**src/design/ref_gen_pkg.sv**
```systemverilog
package ref_gen_pkg;

    //////////////////////////////////////////////////////////////////////
    // clock and time base
    localparam int unsigned CLK_HZ          = 10_000_000;        // clk_sys rate
    localparam int unsigned CLK_PER_US      = CLK_HZ / 1_000_000; // cycles per microsecond

    localparam int unsigned FILTER_US       = 150;               // line sense settle time
    localparam int unsigned FILTER_CYC      = FILTER_US * CLK_PER_US;
    localparam int unsigned STARTUP_MS      = 80;                // line sampling window
    localparam int unsigned STARTUP_CYC     = STARTUP_MS * 1000 * CLK_PER_US;
    localparam int unsigned MIN_HIGH_US     = 5900;              // shortest usable high pulse
    localparam int unsigned MIN_HIGH_CYC    = MIN_HIGH_US * CLK_PER_US;
    localparam int unsigned OVP_TIMEOUT_MS  = 1000;              // over-voltage hold-off
    localparam int unsigned OVP_TIMEOUT_CYC = OVP_TIMEOUT_MS * 1000 * CLK_PER_US;
    localparam int unsigned LOSS_MS         = 30;                // no falling edge for this long
    localparam int unsigned LOSS_CYC        = LOSS_MS * 1000 * CLK_PER_US;

    //////////////////////////////////////////////////////////////////////
    // reference codes, full scale 127 = 1 V
    localparam logic [6:0] REF_STARTUP  = 7'h32;  // 50
    localparam logic [6:0] REF_GROUNDED = 7'h32;  // 50
    localparam logic [6:0] REF_NOSENSE  = 7'h2A;  // 42
    localparam logic [6:0] REF_MIN      = 7'h16;  // 22
    localparam logic [6:0] REF_MAX      = 7'h7F;  // 127
    localparam logic [6:0] BLEND_LAST   = 7'h7F;  // 127 line cycles of blend
    localparam logic [8:0] SAMPLES      = 9'h100; // samples per line period
    localparam logic [14:0] RAMP_SPAN_FX = 15'h6900; // (127-22) in 7.8 fixed point

    //////////////////////////////////////////////////////////////////////
    // controller modes
    typedef enum logic [4:0] {
        ST_LOCKOUT  = 5'h01,
        ST_STARTUP  = 5'h02,
        ST_NORMAL   = 5'h04,
        ST_NOSENSE  = 5'h08,
        ST_GROUNDED = 5'h10
    } mode_t;

    // comparator and supply indications from the analog stage
    typedef struct packed {
        logic supply_ok;      // undervoltage lockout released
        logic current_trip;   // switch current has reached the reference
        logic off_time_done;  // constant off-time elapsed
        logic over_temp;      // thermal shutdown indication, analog hysteresis
        logic ovp_trip;       // supply_overvoltage_trip comparator
        logic ovp_release;    // supply 0.5 V below the trip level
    } stage_in_t;

endpackage

```
**src/design/sense_filter.sv**
```systemverilog
module sense_filter #(
    parameter int unsigned HOLD_CYC = 1500
) (
    input  wire logic clk_sys,
    input  wire logic arst_n,
    input  wire logic raw,
    output logic      level_q
);

    logic [11:0] cnt_q;    // cycles the input has disagreed
    logic [11:0] cnt_d;
    logic        level_d;

    //////////////////////////////////////////////////////////////////////
    // flip only after the input disagrees for more than HOLD_CYC cycles
    always_comb begin
        cnt_d   = 12'h000;
        level_d = level_q;
        if (raw != level_q) begin
            if (cnt_q == 12'(HOLD_CYC)) begin
                level_d = raw;
            end else begin
                cnt_d = cnt_q + 12'h001;
            end
        end
    end

    // registers only
    always_ff @(posedge clk_sys or negedge arst_n) begin
        if (!arst_n) begin
            cnt_q   <= 12'h000;
            level_q <= 1'b0;
        end else begin
            cnt_q   <= cnt_d;
            level_q <= level_d;
        end
    end

endmodule

```
**src/design/line_synced_reference_generator.sv**
```systemverilog
// Summary of operation
// - triangle peak centred in line-sense high interval
// - blend DC into ramp over 127 cycles
// - lost or narrow sense forces code 42
// - grounded sense gives constant code 50
// - over-temperature holds gate low until cleared
// - supply over-voltage pulls gate low
// - stay off until timeout and supply drop
// - outside the window hold code 22 once the blend is complete
// - end on-time when current reaches reference
// - period split in 256 samples, 127 levels
// - start at code 50, sample line 80 ms
// - accept sense change after 150 us stable
// - ramp only when high exceeds 5.9 ms
module line_synced_reference_generator #(
    parameter int unsigned STARTUP_CYC = ref_gen_pkg::STARTUP_CYC,
    parameter int unsigned MIN_HIGH_CYC = ref_gen_pkg::MIN_HIGH_CYC,
    parameter int unsigned OVP_TIMEOUT_CYC = ref_gen_pkg::OVP_TIMEOUT_CYC,
    parameter int unsigned LOSS_CYC = ref_gen_pkg::LOSS_CYC
) (
    input  wire logic                  clk_sys,
    input  wire logic                  arst_n,
    input  wire logic                  line_sense_input,
    input  wire ref_gen_pkg::stage_in_t stage_in,
    output logic [6:0]                 ref_code_q,
    output logic                       gate_drive_q
);

    // saturating 19-bit increment, used by the period and width counters
    function automatic logic [18:0] inc19(input logic [18:0] v);
        inc19 = (v == 19'h7FFFF) ? v : v + 19'h00001;
    endfunction

    //////////////////////////////////////////////////////////////////////
    // line sense filtering
    logic sense_f;  // filtered line sense level

    sense_filter #(
        .HOLD_CYC (ref_gen_pkg::FILTER_CYC)
    ) u_filter (
        .clk_sys  (clk_sys),
        .arst_n   (arst_n),
        .raw      (line_sense_input),
        .level_q  (sense_f)
    );

    //////////////////////////////////////////////////////////////////////
    // line measurement, sample clock and triangle generator
    localparam logic [8:0]  SAMPLES_C   = ref_gen_pkg::SAMPLES;
    localparam logic [14:0] RAMP_SPAN_C = ref_gen_pkg::RAMP_SPAN_FX;
    localparam logic [6:0]  REF_MIN_C   = ref_gen_pkg::REF_MIN;
    localparam logic [6:0]  REF_MAX_C   = ref_gen_pkg::REF_MAX;

    logic        prev_q,     prev_d;      // last filtered level
    logic [18:0] per_cnt_q,  per_cnt_d;   // clocks since last fall
    logic [18:0] period_q,   period_d;    // last full period
    logic [18:0] high_cnt_q, high_cnt_d;  // clocks of present high
    logic        high_ok_q,  high_ok_d;   // last high pulse wide enough
    logic        seen_q,     seen_d;      // any edge at all
    logic [10:0] samp_cnt_q, samp_cnt_d;  // divider for the sample tick
    logic [7:0]  phase_q,    phase_d;     // sample index since fall
    logic [7:0]  rise_ph_q,  rise_ph_d;   // sample index of last rise
    logic [7:0]  half_q,     half_d;      // rise to peak in samples
    logic        win_q,      win_d;       // inside the high interval
    logic [7:0]  win_cnt_q,  win_cnt_d;   // samples since rise
    logic [14:0] acc_q,      acc_d;       // triangle, 7.8 fixed point
    logic [14:0] step_q,     step_d;      // triangle slope per sample
    logic [3:0]  div_cnt_q,  div_cnt_d;   // serial divider steps left
    logic [7:0]  div_rem_q,  div_rem_d;   // divider remainder
    logic [14:0] div_quo_q,  div_quo_d;   // dividend in, quotient out
    logic        rise, fall, tick;
    logic        fall_ok;                 // fall ending a wide pulse
    logic [10:0] interval;
    logic [8:0]  rem_sh;
    logic [8:0]  half_w;
    logic [15:0] acc_up;

    assign rise     = sense_f & ~prev_q;
    assign fall     = ~sense_f & prev_q;
    assign fall_ok  = fall & (high_cnt_q > 19'(MIN_HIGH_CYC));
    assign interval = (period_q[18:8] == 11'h000) ? 11'h001 : period_q[18:8];
    assign tick     = (samp_cnt_q + 11'h001 >= interval);

    // next state of the measurement and ramp group
    always_comb begin
        prev_d     = sense_f;
        per_cnt_d  = fall ? 19'h00000 : inc19(per_cnt_q);
        period_d   = fall ? inc19(per_cnt_q) : period_q;
        high_cnt_d = sense_f ? inc19(high_cnt_q) : 19'h00000;
        high_ok_d  = fall ? fall_ok : high_ok_q;
        seen_d     = seen_q | rise | fall;
        samp_cnt_d = (tick || fall) ? 11'h000 : samp_cnt_q + 11'h001;
        phase_d    = fall ? 8'h00 : (tick ? phase_q + 8'h01 : phase_q);
        rise_ph_d  = rise ? phase_q : rise_ph_q;
        half_w     = (SAMPLES_C - {1'b0, rise_ph_q}) >> 1;
        half_d     = half_q;
        win_d      = rise ? 1'b1 : (fall ? 1'b0 : win_q);
        win_cnt_d  = rise ? 8'h00 : ((tick && win_q) ? win_cnt_q + 8'h01 : win_cnt_q);
        acc_d      = acc_q;
        acc_up     = {1'b0, acc_q} + {1'b0, step_q};
        step_d     = step_q;
        div_cnt_d  = div_cnt_q;
        div_rem_d  = div_rem_q;
        div_quo_d  = div_quo_q;
        rem_sh     = {div_rem_q, div_quo_q[14]};
        // peak sits half the high width after the rise
        if (fall) begin
            half_d    = (half_w == 9'h000) ? 8'h01 : half_w[7:0];
            div_cnt_d = 4'hF;
            div_rem_d = 8'h00;
            div_quo_d = RAMP_SPAN_C;
        end else if (div_cnt_q != 4'h0) begin
            // restoring divider: span over half width gives the slope
            div_cnt_d = div_cnt_q - 4'h1;
            if (rem_sh >= {1'b0, half_q}) begin
                div_rem_d = 8'(rem_sh - {1'b0, half_q});
                div_quo_d = {div_quo_q[13:0], 1'b1};
            end else begin
                div_rem_d = rem_sh[7:0];
                div_quo_d = {div_quo_q[13:0], 1'b0};
            end
            if (div_cnt_q == 4'h1) begin
                step_d = div_quo_d;
            end
        end
        // triangle rises to the centre and falls back, clipped to its range
        if (!win_q || rise) begin
            acc_d = {REF_MIN_C, 8'h00};
        end else if (tick) begin
            if (win_cnt_q < half_q) begin
                acc_d = (acc_up > {1'b0, REF_MAX_C, 8'h00}) ? {REF_MAX_C, 8'h00} : acc_up[14:0];
            end else begin
                acc_d = (acc_q < step_q + {REF_MIN_C, 8'h00}) ? {REF_MIN_C, 8'h00} : acc_q - step_q;
            end
        end
    end

    // registers only
    always_ff @(posedge clk_sys or negedge arst_n) begin
        if (!arst_n) begin
            prev_q     <= 1'b0;
            per_cnt_q  <= 19'h00000;
            period_q   <= 19'h00000;
            high_cnt_q <= 19'h00000;
            high_ok_q  <= 1'b0;
            seen_q     <= 1'b0;
            samp_cnt_q <= 11'h000;
            phase_q    <= 8'h00;
            rise_ph_q  <= 8'h00;
            half_q     <= 8'h01;
            win_q      <= 1'b0;
            win_cnt_q  <= 8'h00;
            acc_q      <= {ref_gen_pkg::REF_MIN, 8'h00};
            step_q     <= 15'h0000;
            div_cnt_q  <= 4'h0;
            div_rem_q  <= 8'h00;
            div_quo_q  <= 15'h0000;
        end else begin
            prev_q     <= prev_d;
            per_cnt_q  <= per_cnt_d;
            period_q   <= period_d;
            high_cnt_q <= high_cnt_d;
            high_ok_q  <= high_ok_d;
            seen_q     <= seen_d;
            samp_cnt_q <= samp_cnt_d;
            phase_q    <= phase_d;
            rise_ph_q  <= rise_ph_d;
            half_q     <= half_d;
            win_q      <= win_d;
            win_cnt_q  <= win_cnt_d;
            acc_q      <= acc_d;
            step_q     <= step_d;
            div_cnt_q  <= div_cnt_d;
            div_rem_q  <= div_rem_d;
            div_quo_q  <= div_quo_d;
        end
    end

    //////////////////////////////////////////////////////////////////////
    // mode control, blend, protection and gate drive
    localparam logic [6:0] REF_STARTUP_C = ref_gen_pkg::REF_STARTUP;
    localparam logic [6:0] BLEND_LAST_C  = ref_gen_pkg::BLEND_LAST;

    ref_gen_pkg::mode_t mode_q, mode_d;
    logic [23:0] st_cnt_q,  st_cnt_d;    // start-up sampling timer
    logic [6:0]  blend_q,   blend_d;     // blend weight in line cycles
    logic        ovp_q,     ovp_d;       // over-voltage lockout latched
    logic [23:0] ovp_cnt_q, ovp_cnt_d;   // time since last trip
    logic        kick_q,    kick_d;      // first switching cycle pending
    logic        gate_d;
    logic [6:0]  ref_d;
    logic        run;                    // switching allowed
    logic signed [15:0] diff, prod, mix;

    // next state of the control group
    always_comb begin
        mode_d    = mode_q;
        st_cnt_d  = st_cnt_q;
        blend_d   = blend_q;
        ovp_cnt_d = (ovp_cnt_q == 24'hFFFFFF) ? ovp_cnt_q : ovp_cnt_q + 24'h000001;
        ovp_d     = ovp_q;
        unique case (mode_q)
            ref_gen_pkg::ST_LOCKOUT: begin
                st_cnt_d = 24'h000000;
                if (stage_in.supply_ok) begin
                    mode_d = ref_gen_pkg::ST_STARTUP;
                end
            end
            ref_gen_pkg::ST_STARTUP: begin
                st_cnt_d = st_cnt_q + 24'h000001;
                if (st_cnt_q >= 24'(STARTUP_CYC - 1)) begin
                    blend_d = 7'h00;
                    if (!seen_q) begin
                        mode_d = ref_gen_pkg::ST_GROUNDED;
                    end else if (high_ok_q && per_cnt_q < 19'(LOSS_CYC)) begin
                        mode_d = ref_gen_pkg::ST_NORMAL;
                    end else begin
                        mode_d = ref_gen_pkg::ST_NOSENSE;
                    end
                end
            end
            ref_gen_pkg::ST_NORMAL: begin
                if ((fall && !fall_ok) || per_cnt_q >= 19'(LOSS_CYC)) begin
                    mode_d = ref_gen_pkg::ST_NOSENSE;
                end else if (fall && blend_q != BLEND_LAST_C) begin
                    blend_d = blend_q + 7'h01;
                end
            end
            ref_gen_pkg::ST_NOSENSE: begin
                // a good pulse brings the ramp back with a fresh blend
                if (fall_ok && per_cnt_q < 19'(LOSS_CYC)) begin
                    mode_d  = ref_gen_pkg::ST_NORMAL;
                    blend_d = 7'h00;
                end
            end
            ref_gen_pkg::ST_GROUNDED: begin
                mode_d = ref_gen_pkg::ST_GROUNDED;
            end
            default: begin
                mode_d = ref_gen_pkg::ST_LOCKOUT;
            end
        endcase
        if (!stage_in.supply_ok) begin
            mode_d = ref_gen_pkg::ST_LOCKOUT;
        end
        // a new trip wins over the release and restarts the timeout
        if (stage_in.ovp_trip) begin
            ovp_d     = 1'b1;
            ovp_cnt_d = 24'h000000;
        end else if (ovp_q && ovp_cnt_q >= 24'(OVP_TIMEOUT_CYC) && stage_in.ovp_release) begin
            ovp_d = 1'b0;
        end
        // gate: on at cycle start, off when current reaches the reference
        run = (mode_q != ref_gen_pkg::ST_LOCKOUT) && !stage_in.over_temp && !ovp_d;
        if (!run) begin
            gate_d = 1'b0;
        end else if (gate_drive_q) begin
            gate_d = !stage_in.current_trip;
        end else begin
            gate_d = stage_in.off_time_done | kick_q;
        end
        kick_d = !run ? 1'b1 : (gate_d ? 1'b0 : kick_q);
        // reference select, ramp weighted by blend until it is complete
        diff = $signed({9'h000, acc_q[14:8]}) - $signed({9'h000, REF_STARTUP_C});
        prod = diff * $signed({9'h000, blend_q});
        mix  = $signed({9'h000, REF_STARTUP_C}) + (prod >>> 7);
        unique case (mode_d)  // new mode's code lands on the very edge the mode changes
            ref_gen_pkg::ST_NORMAL: begin
                ref_d = (blend_q == BLEND_LAST_C) ? acc_q[14:8] : mix[6:0];
            end
            ref_gen_pkg::ST_NOSENSE:  ref_d = ref_gen_pkg::REF_NOSENSE;
            ref_gen_pkg::ST_GROUNDED: ref_d = ref_gen_pkg::REF_GROUNDED;
            default:                  ref_d = REF_STARTUP_C;
        endcase
    end

    // registers only; the code changes on the sample tick or a mode change
    always_ff @(posedge clk_sys or negedge arst_n) begin
        if (!arst_n) begin
            mode_q       <= ref_gen_pkg::ST_LOCKOUT;
            st_cnt_q     <= 24'h000000;
            blend_q      <= 7'h00;
            ovp_q        <= 1'b0;
            ovp_cnt_q    <= 24'h000000;
            kick_q       <= 1'b1;
            gate_drive_q <= 1'b0;
            ref_code_q   <= ref_gen_pkg::REF_STARTUP;
        end else begin
            mode_q       <= mode_d;
            st_cnt_q     <= st_cnt_d;
            blend_q      <= blend_d;
            ovp_q        <= ovp_d;
            ovp_cnt_q    <= ovp_cnt_d;
            kick_q       <= kick_d;
            gate_drive_q <= gate_d;
            if (tick || mode_d != mode_q) begin
                ref_code_q <= ref_d;
            end
        end
    end

endmodule

```
**config.mk**
```make
export PLATFORM = sky130hd
export DESIGN_NAME = line_synced_reference_generator
export DESIGN_NICKNAME = d
export VERILOG_FILES = /design/src/design/ref_gen_pkg.sv /design/src/design/sense_filter.sv /design/src/design/line_synced_reference_generator.sv
export SDC_FILE = /design/constraint.sdc
export NUM_CORES = 1
export LEC_CHECK = 0
export BUFFER_PORTS_ARGS = -buffer_cell sky130_fd_sc_hd__buf_4
export CAP_MARGIN = 40
export CORE_MARGIN = 5
export CORE_UTILIZATION = 33
export CTS_CLUSTER_SIZE = 20
export DETAILED_ROUTE_END_ITERATION = 10
export GPL_TIMING_DRIVEN = 0
export HOLD_SLACK_MARGIN = 0.03
export PLACE_DENSITY = 0.49
export SYNTH_ARGS = -nofsm -noshare
export SYNTH_HDL_FRONTEND = slang
export SYNTH_SLANG_ARGS = --single-unit
```
**constraint.sdc**
```tcl
create_clock -name clk_sys -period 12.88 [get_ports clk_sys]
set_input_delay 1.932 -clock clk_sys [delete_from_list [all_inputs] [get_ports clk_sys]]
set_output_delay 1.932 -clock clk_sys [all_outputs]
set_load 0.01 [all_outputs]
```
==> results of run 1 <==
state kept, by name, indices dropped and copies added (netlist names), 11 cells and up:
register        flops
per_cnt_q          19
high_cnt_q         19
samp_cnt_q         11
step_q             15
period_q           11
acc_q              15
ovp_cnt_q          24
u_filter.cnt_q     12
div_quo_q          15
st_cnt_q           24
cells in the final DEF, fill, tap and decap left out, types with 12 or more instances in the layout:
cell type  instances
xor2_1            72
ha_1             106
xnor2_1           61
buf_4             15
a21oi_1           81
fa_1              43
nand2_1          151
or3_1             15
dfrtp_1          227
nand4_1           38
and2_1            36
nor2b_1           44
nor4_1            12
clkbuf_1          71
a21o_1            21
and3_1            29
mux2_2            16
clkbuf_16         31
a211oi_1          14
o21ai_0           91
inv_1            141
nand2b_1          19
nand3_1           69
nor3_1            42
nor2_1           186
worst max-delay path, delay by kind of cell (launching register included):
| kind | cells | cell delay (ps) |
|---|---|---|
| AND/OR/NAND/NOR | 5 | 880 |
| flip-flops | 1 | 680 |
| AO/OA/AOI/OAI | 4 | 1140 |
| adder cells (fa/ha/maj) | 6 | 2600 |
| multiplexers | 1 | 210 |
| buffers and inverters | 5 | 320 |
| XOR/XNOR | 2 | 920 |
power by group:
part	switching [mW]	internal, mW	leakage, nW
Combinational	0.417	0.294	4.40
Clock	0.327	0.496	0.474
Sequential	0.0588	0.811	3.16
Total	0.803	1.60	8.04
through the flow:
stage / hold slack, ps / instance area, µm² / utilization, %
3_5_place_dp: 464.9 / 16720 / 35.23
4_1_cts: 477.9 / 17690 / 37.28
2_1_floorplan: 438.0 / 15750 / -
6_report: 473.4 / 17690 / 37.28
5_1_grt: 499.0 / 17690 / 37.28
3_3_place_gp: 461.0 / 16630 / 35.06
worst min-delay path by stage:
stage | start | slack, ps | endpoint
3_3_place_gp | seen_q | 460 | seen_q
3_5_place_dp | ovp_q | 460 | ovp_q
6_report | ovp_q | 470 | ovp_q
5_1_grt | ovp_q | 500 | ovp_q
2_1_floorplan | seen_q | 440 | seen_q
4_1_cts | ovp_q | 480 | ovp_q
per-layer routing:
layer	part of all wire, %	GRT usage [%]	up-vias
met2	47	23.15	114
met1	49	19.65	5875
met3	2.5	1.851	39
met4	1.8	2.666	0
met5	0	0	-
li1	-	-	6090
cell type report:
| class | instances | area, µm² | area share, % |
|---|---|---|---|
| buffer | 62 | 237.7 | 1.344 |
| clock buffer | 49 | 903.4 | 5.108 |
| clock inverter | 7 | 66.31 | 0.3750 |
| inverter | 143 | 536.8 | 3.035 |
| multi-input combinational | 1306 | 9059 | 51.22 |
| sequential | 236 | 5917 | 33.46 |
| tap | 615 | 769.5 | 4.351 |
| timing repair buffer | 20 | 196.4 | 1.111 |
logic make-up (layout without fill, tap and decap cells):
kind of cell,after synthesis,in the layout,share of synthesized area [%]
adders and majority gates,149,149,13.89
buffers and inverters,205,281,4.917
xor gates and xnor gates,134,134,7.539
muxes,27,27,1.843
AOI/OAI and AO/OA,309,309,12.73
DFF,236,236,37.57
and+or+nand+nor,687,687,21.52
==> results_dict.tcl, run 1 <==
set metrics [dict create \
    gp_congestion 0.8175 \
    path_clk_slew_ps 60 \
    yosysMostFrequentCell "dfrtp_1" \
    wl_per_cell_um 15.02 \
    fin_total_pwr_mw 2.404 \
    cts-root-buf "clkbuf_16" \
    ir_worst_vdd_uv 98.57 \
    synth_area_leaders "dfrtp_1 36%, ha_1 8.4%, fa_1 5.5%, nor2_1 4.4%, xor2_1 4.0%" \
    antenna_found_initial 0 \
    ff2ff_path_depth 23 \
    synth_largest_area_cell "dfrtp_1" \
    ys_seq_area_share_pct 37.57 \
    dieArea_um2 52200 \
    avgSynthCellArea_um2 9.016 \
    final_hold_viol_count 0 \
    grt_max_degree 83 \
    area_growth_syn_to_layout_pct 12.29 \
    ant_nets 0 \
    ys_top_cells_by_count "227 x dfrtp_1, 186 x nor2_1, 151 x nand2_1, 141 x inv_1, 106 x ha_1" \
    core_area_um2 47450 \
    portBuffers 15 \
    die_x_um 228.5 \
    fillCellCount 4853 \
    start_util_pct 33.20 \
    crit_start "acc_q[9]" \
    worst_path_max_delay_cell "dfstp_2" \
    critPathMaxStageDelay_ps 680 \
    path_class "flop to flop" \
    r2r-start "acc_q[9]" \
    grt.overflow.total 0 \
    cp.required_ps 13380 \
    p_leak_nw 8.040 \
    relSlewSlack_pct 35.68 \
    ff2ff_setup_slack_ps 6040 \
    cp-start-kind "flop" \
    critical_path.max_fanout 12 \
    crit_end "ref_code_q[6]" \
    drive_gt1_share_pct 5.869 \
    via_per_inst 4.970 \
    layout_setup_ws_ps 6037 \
    vias 12120 \
    async_flop_share_pct 100.0 \
    numCtsBuffers 30 \
    synth_top_area_share_pct 36.07 \
    ctsResizeCount 0 \
    synth_cell_types 73 \
    die_h_um 228.5 \
    syn_nets 1905 \
    fin_crit_ps 6843 \
    clk_latency_ps 560 \
    grt_pass1_vias 12160 \
    cap_viol_max_count 0 \
    fmax_ghz 0.1461 \
    cts_tree "done" \
    final_nets 1957 \
    critPathCaptureType "flop" \
    setup_viol 0 \
    preCtsSetupSlack_ps 5967 \
    drt_iter0_drc 755 \
    wl_um 36630 \
    outcome "completed" \
    synth_ff_type "dfrtp_1" \
    yosysWarnings 0 \
    cpMostUsedCell "inv_1" \
    syn_inst 1747 \
    ys_seq_elements 236 \
    layout.cells.non_filler 2438 \
    rsz0062_at_grt "no" \
    syn-cell-area_um2 15750 \
    cts-htree-levels 1 \
    clock_skew_ps 15.83 \
    dp.cells 2382 \
    tns_ps 0 \
    min_path_type "flop to flop" \
    power_density_nw_per_um2 135.9 \
    path_cells "inv_1 > ha_1 > nand2b_1 > nand2_1 > xor2_1 > nor2b_1 > fa_1 > inv_1 > fa_1 > inv_1 > fa_1 > inv_1 > fa_1 > inv_1 > ha_1 > and3_1 > a211oi_1 > o21bai_1 > or3_1 > a21oi_1 > xnor3_1 > a211oi_1 > mux2_2" \
    hold-path-cell-count 1 \
    critPathArrivalTime_ps 7340 \
    hold_buffers 0 \
    clock_sinks 236 \
    route.detailed.drc 0 \
    cts_buffer_depth 3 \
    antenna_cells 0 \
    hpwl_um 26940 \
    grt_usage_pct 13.92 \
    drtPass1Iterations 5 \
    worstMarginPinSlew_ps 940.4 \
    rr_endpoint "ref_code_q[6]" \
    synth_edf_count 0 \
    slew_violations 0 \
    num_rows 80 \
    finalCritPeriodShare_pct 53.13 \
    grt_pass1_wl_um 62290 \
    io_pins 17 \
    cts_setup_buffers 0 \
]
No activity file was read; power rests on OpenSTA's default activity.
==> inputs of run 2 (changes only) <==
--- a/config.mk
+++ b/config.mk
@@ -5,6 +5,7 @@
 export SDC_FILE = /design/constraint.sdc
 export NUM_CORES = 1
 export LEC_CHECK = 0
+export ABC_AREA = 1
 export BUFFER_PORTS_ARGS = -buffer_cell sky130_fd_sc_hd__buf_4
 export CAP_MARGIN = 40
 export CORE_MARGIN = 5
@@ -13,7 +14,7 @@
 export DETAILED_ROUTE_END_ITERATION = 10
 export GPL_TIMING_DRIVEN = 0
 export HOLD_SLACK_MARGIN = 0.03
-export PLACE_DENSITY = 0.49
+export PLACE_DENSITY = 0.51
 export SYNTH_ARGS = -nofsm -noshare
 export SYNTH_HDL_FRONTEND = slang
 export SYNTH_SLANG_ARGS = --single-unit
==> constraint.sdc (replaced) <==
create_clock -name clk_sys -period 5.66 [get_ports clk_sys]
set_input_delay 0.849 -clock clk_sys [delete_from_list [all_inputs] [get_ports clk_sys]]
set_output_delay 0.849 -clock clk_sys [all_outputs]
set_load 0.01 [all_outputs]
==> run 2 against run 1 <==
  * Sequential power rose by 97%
  * Register-to-register slack got worse by 5700 ps
  * Final area rose by 8.5%
  * Core utilization rose by 0.28 points
  * Critical path depth rose by 5
  * Critical path type unchanged
  * Critical endpoint is now ref_code_q[3]
==> results_dict.tcl, run 2 <==
set metrics [dict create \
    grt.overflow.total 0 \
    clk_latency_ps 570 \
    io_pins 17 \
    critPathArrivalTime_ps 5790 \
    power_density_nw_per_um2 205.6 \
    critPathTopFamily "adder cells" \
    core_area_um2 51090 \
    num_rows 83 \
    worstMarginPinSlew_ps 616.4 \
    grt_max_degree 116 \
    critPathMaxStageDelay_ps 540 \
    dieArea_um2 55980 \
    fmax_ghz 0.1874 \
    numCtsBuffers 29 \
    layout_setup_ws_ps 324.2 \
    min_path_type "input pin to async pin" \
    grt_pass1_wl_um 69830 \
    ff2ff_path_depth 28 \
    cp_num_cells 28 \
    final_common_cell "nand2_1" \
    synth_top_area_share_pct 33.52 \
    p_leak_nw 9.510 \
    yosysMostFrequentCell "nand2_1" \
    setup_viol 0 \
    cap_viol_max_count 0 \
    final_nets 2476 \
    outcome "completed" \
    gp_congestion 0.8821 \
    die_x_um 236.6 \
    yosysWarnings 0 \
    cp.required_ps 6120 \
    path_class "flop to flop" \
    syn-cell-area_um2 16950 \
    clock_skew_ps 27.29 \
    drtPass1Iterations 5 \
    cpMostUsedCell "nand2_1" \
    drt_iter0_drc 807 \
    grt_pass1_vias 14370 \
    async_flop_share_pct 100.0 \
    cp-start-kind "flop" \
    relSlewSlack_pct 58.91 \
    finalCritPeriodShare_pct 94.27 \
    preCtsSetupSlack_ps -215.2 \
    synth_area_leaders "dfrtp_1 34%, nand2_1 10%, inv_1 8.4%, ha_1 7.8%, nor2_1 5.2%" \
    slew_violations 0 \
    die_h_um 236.6 \
    synth_ff_type "dfrtp_1" \
    grt_usage_pct 14.44 \
    cts_buffer_depth 3 \
    reg_top3 "ovp_cnt_q (24), st_cnt_q (24)" \
    ff2ff_setup_slack_ps 320 \
    synth_cell_types 60 \
    wl_per_cell_um 13.44 \
    synth_largest_area_cell "dfrtp_1" \
    vias 14420 \
    tns_ps 0 \
    cts-root-buf "clkbuf_16" \
    worst_path_max_delay_cell "dfstp_2" \
    synth_edf_count 0 \
    ys_top_cells_by_count "464 x nand2_1, 378 x inv_1, 233 x nor2_1, 227 x dfrtp_1, 173 x nand3_1" \
    cts-htree-levels 1 \
    syn_nets 2422 \
    antenna_cells 0 \
    fillCellCount 5341 \
    start_util_pct 33.16 \
    clock_sinks 236 \
    final_cell_mix "461 x nand2_1, 375 x inv_1, 229 x nor2_1, 226 x dfrtp_1, 173 x nand3_1" \
    wl_um 40600 \
    cts_tree "done" \
    crit_buf_inv 6 \
    antenna_found_initial 0 \
    area_growth_syn_to_layout_pct 13.23 \
    ys_seq_area_share_pct 34.92 \
    route.detailed.drc 0 \
    via_per_inst 4.773 \
    final_hold_viol_count 0 \
    critical_path.max_fanout 6 \
    syn_inst 2264 \
    critPathCaptureType "flop" \
    ir_worst_vdd_uv 207.4 \
    hpwl_um 31320 \
    avgSynthCellArea_um2 7.485 \
    path_clk_slew_ps 60 \
    portBuffers 14 \
    fin_crit_ps 5336 \
    ys_seq_elements 236 \
    fin_total_pwr_mw 3.945 \
    drive_gt1_share_pct 8.757 \
    ant_nets 0 \
]
-- run 2: path summary, 6_finish.rpt --
kind / end / start
min reg2reg: prev_q / u_filter.level_q
max in group asynchronous: acc_q[1] / arst_n
min in group clk_sys: gate_drive_q / stage_in[2]
min: st_cnt_q[20] / arst_n
max reg2reg: ref_code_q[3] / acc_q[9]
max: ref_code_q[3] / acc_q[9]
-- run 2: final cells by class --
class	count	area [µm²]	share of cell area [%]
flip-flops and latches	236	5918	30.84
well taps	680	850.8	4.434
repair buffers	23	220.2	1.148
clock buffers	41	860.8	4.486
multi-input cells	1587	9403	49.01
plain buffers	39	181.4	0.9455
inverters	402	1509	7.864
clock inverters	13	244.0	1.272
-- run 2: repair_timing --
action / CTS / global route
hold buffers: 0 / 0
setup endpoints to repair: 5 / 5
gates resized for setup: 2 / 17
setup buffers: 1 / 6
pin swaps: 0 / 5
cloned: 0 / 0
hold endpoints to repair: 0 / 0
-- run 2: through the flow --
| stage | utilization [%] | instances | cell area, µm² | hold slack [ps] |
|---|---|---|---|---|
| floorplan | - | 2264 | 16950 | 375.8 |
| global placement | 35.04 | 2958 | 17900 | 430.6 |
| detailed placement | 35.16 | 2960 | 17960 | 439.1 |
| CTS | 37.34 | 3015 | 19080 | 112.8 |
| global route | 37.55 | 3021 | 19190 | 116.6 |
| finish | 37.55 | 3021 | 19190 | 130.4 |
-- run 2: per-layer routing --
metal  vias to the layer above  GRT usage, %  routed length (µm)
met5                         -             0                   0
met4                         0         3.726                 920
met3                        64         1.666                1151
met2                       184         24.31               18880
met1                      6776         19.89               19650
li1                       7396             -                   -
-- run 2: kinds of logic (layout without fill, tap and decap cells) --
family	count (synthesis)	after routing	synth area share [%]
flops	236	236	34.92
fa+ha+maj	149	149	12.91
simple gates	1046	1046	27.81
mux	5	5	0.2954
buf+inv	441	518	9.976
compound gates	323	323	10.79
xor+xnor	64	64	3.308
-- run 2: report_power, final --
part	switching (mW)	internal [mW]
clock	0.748	1.37
combinational	0.0891	0.0299
sequential	0.00927	1.70
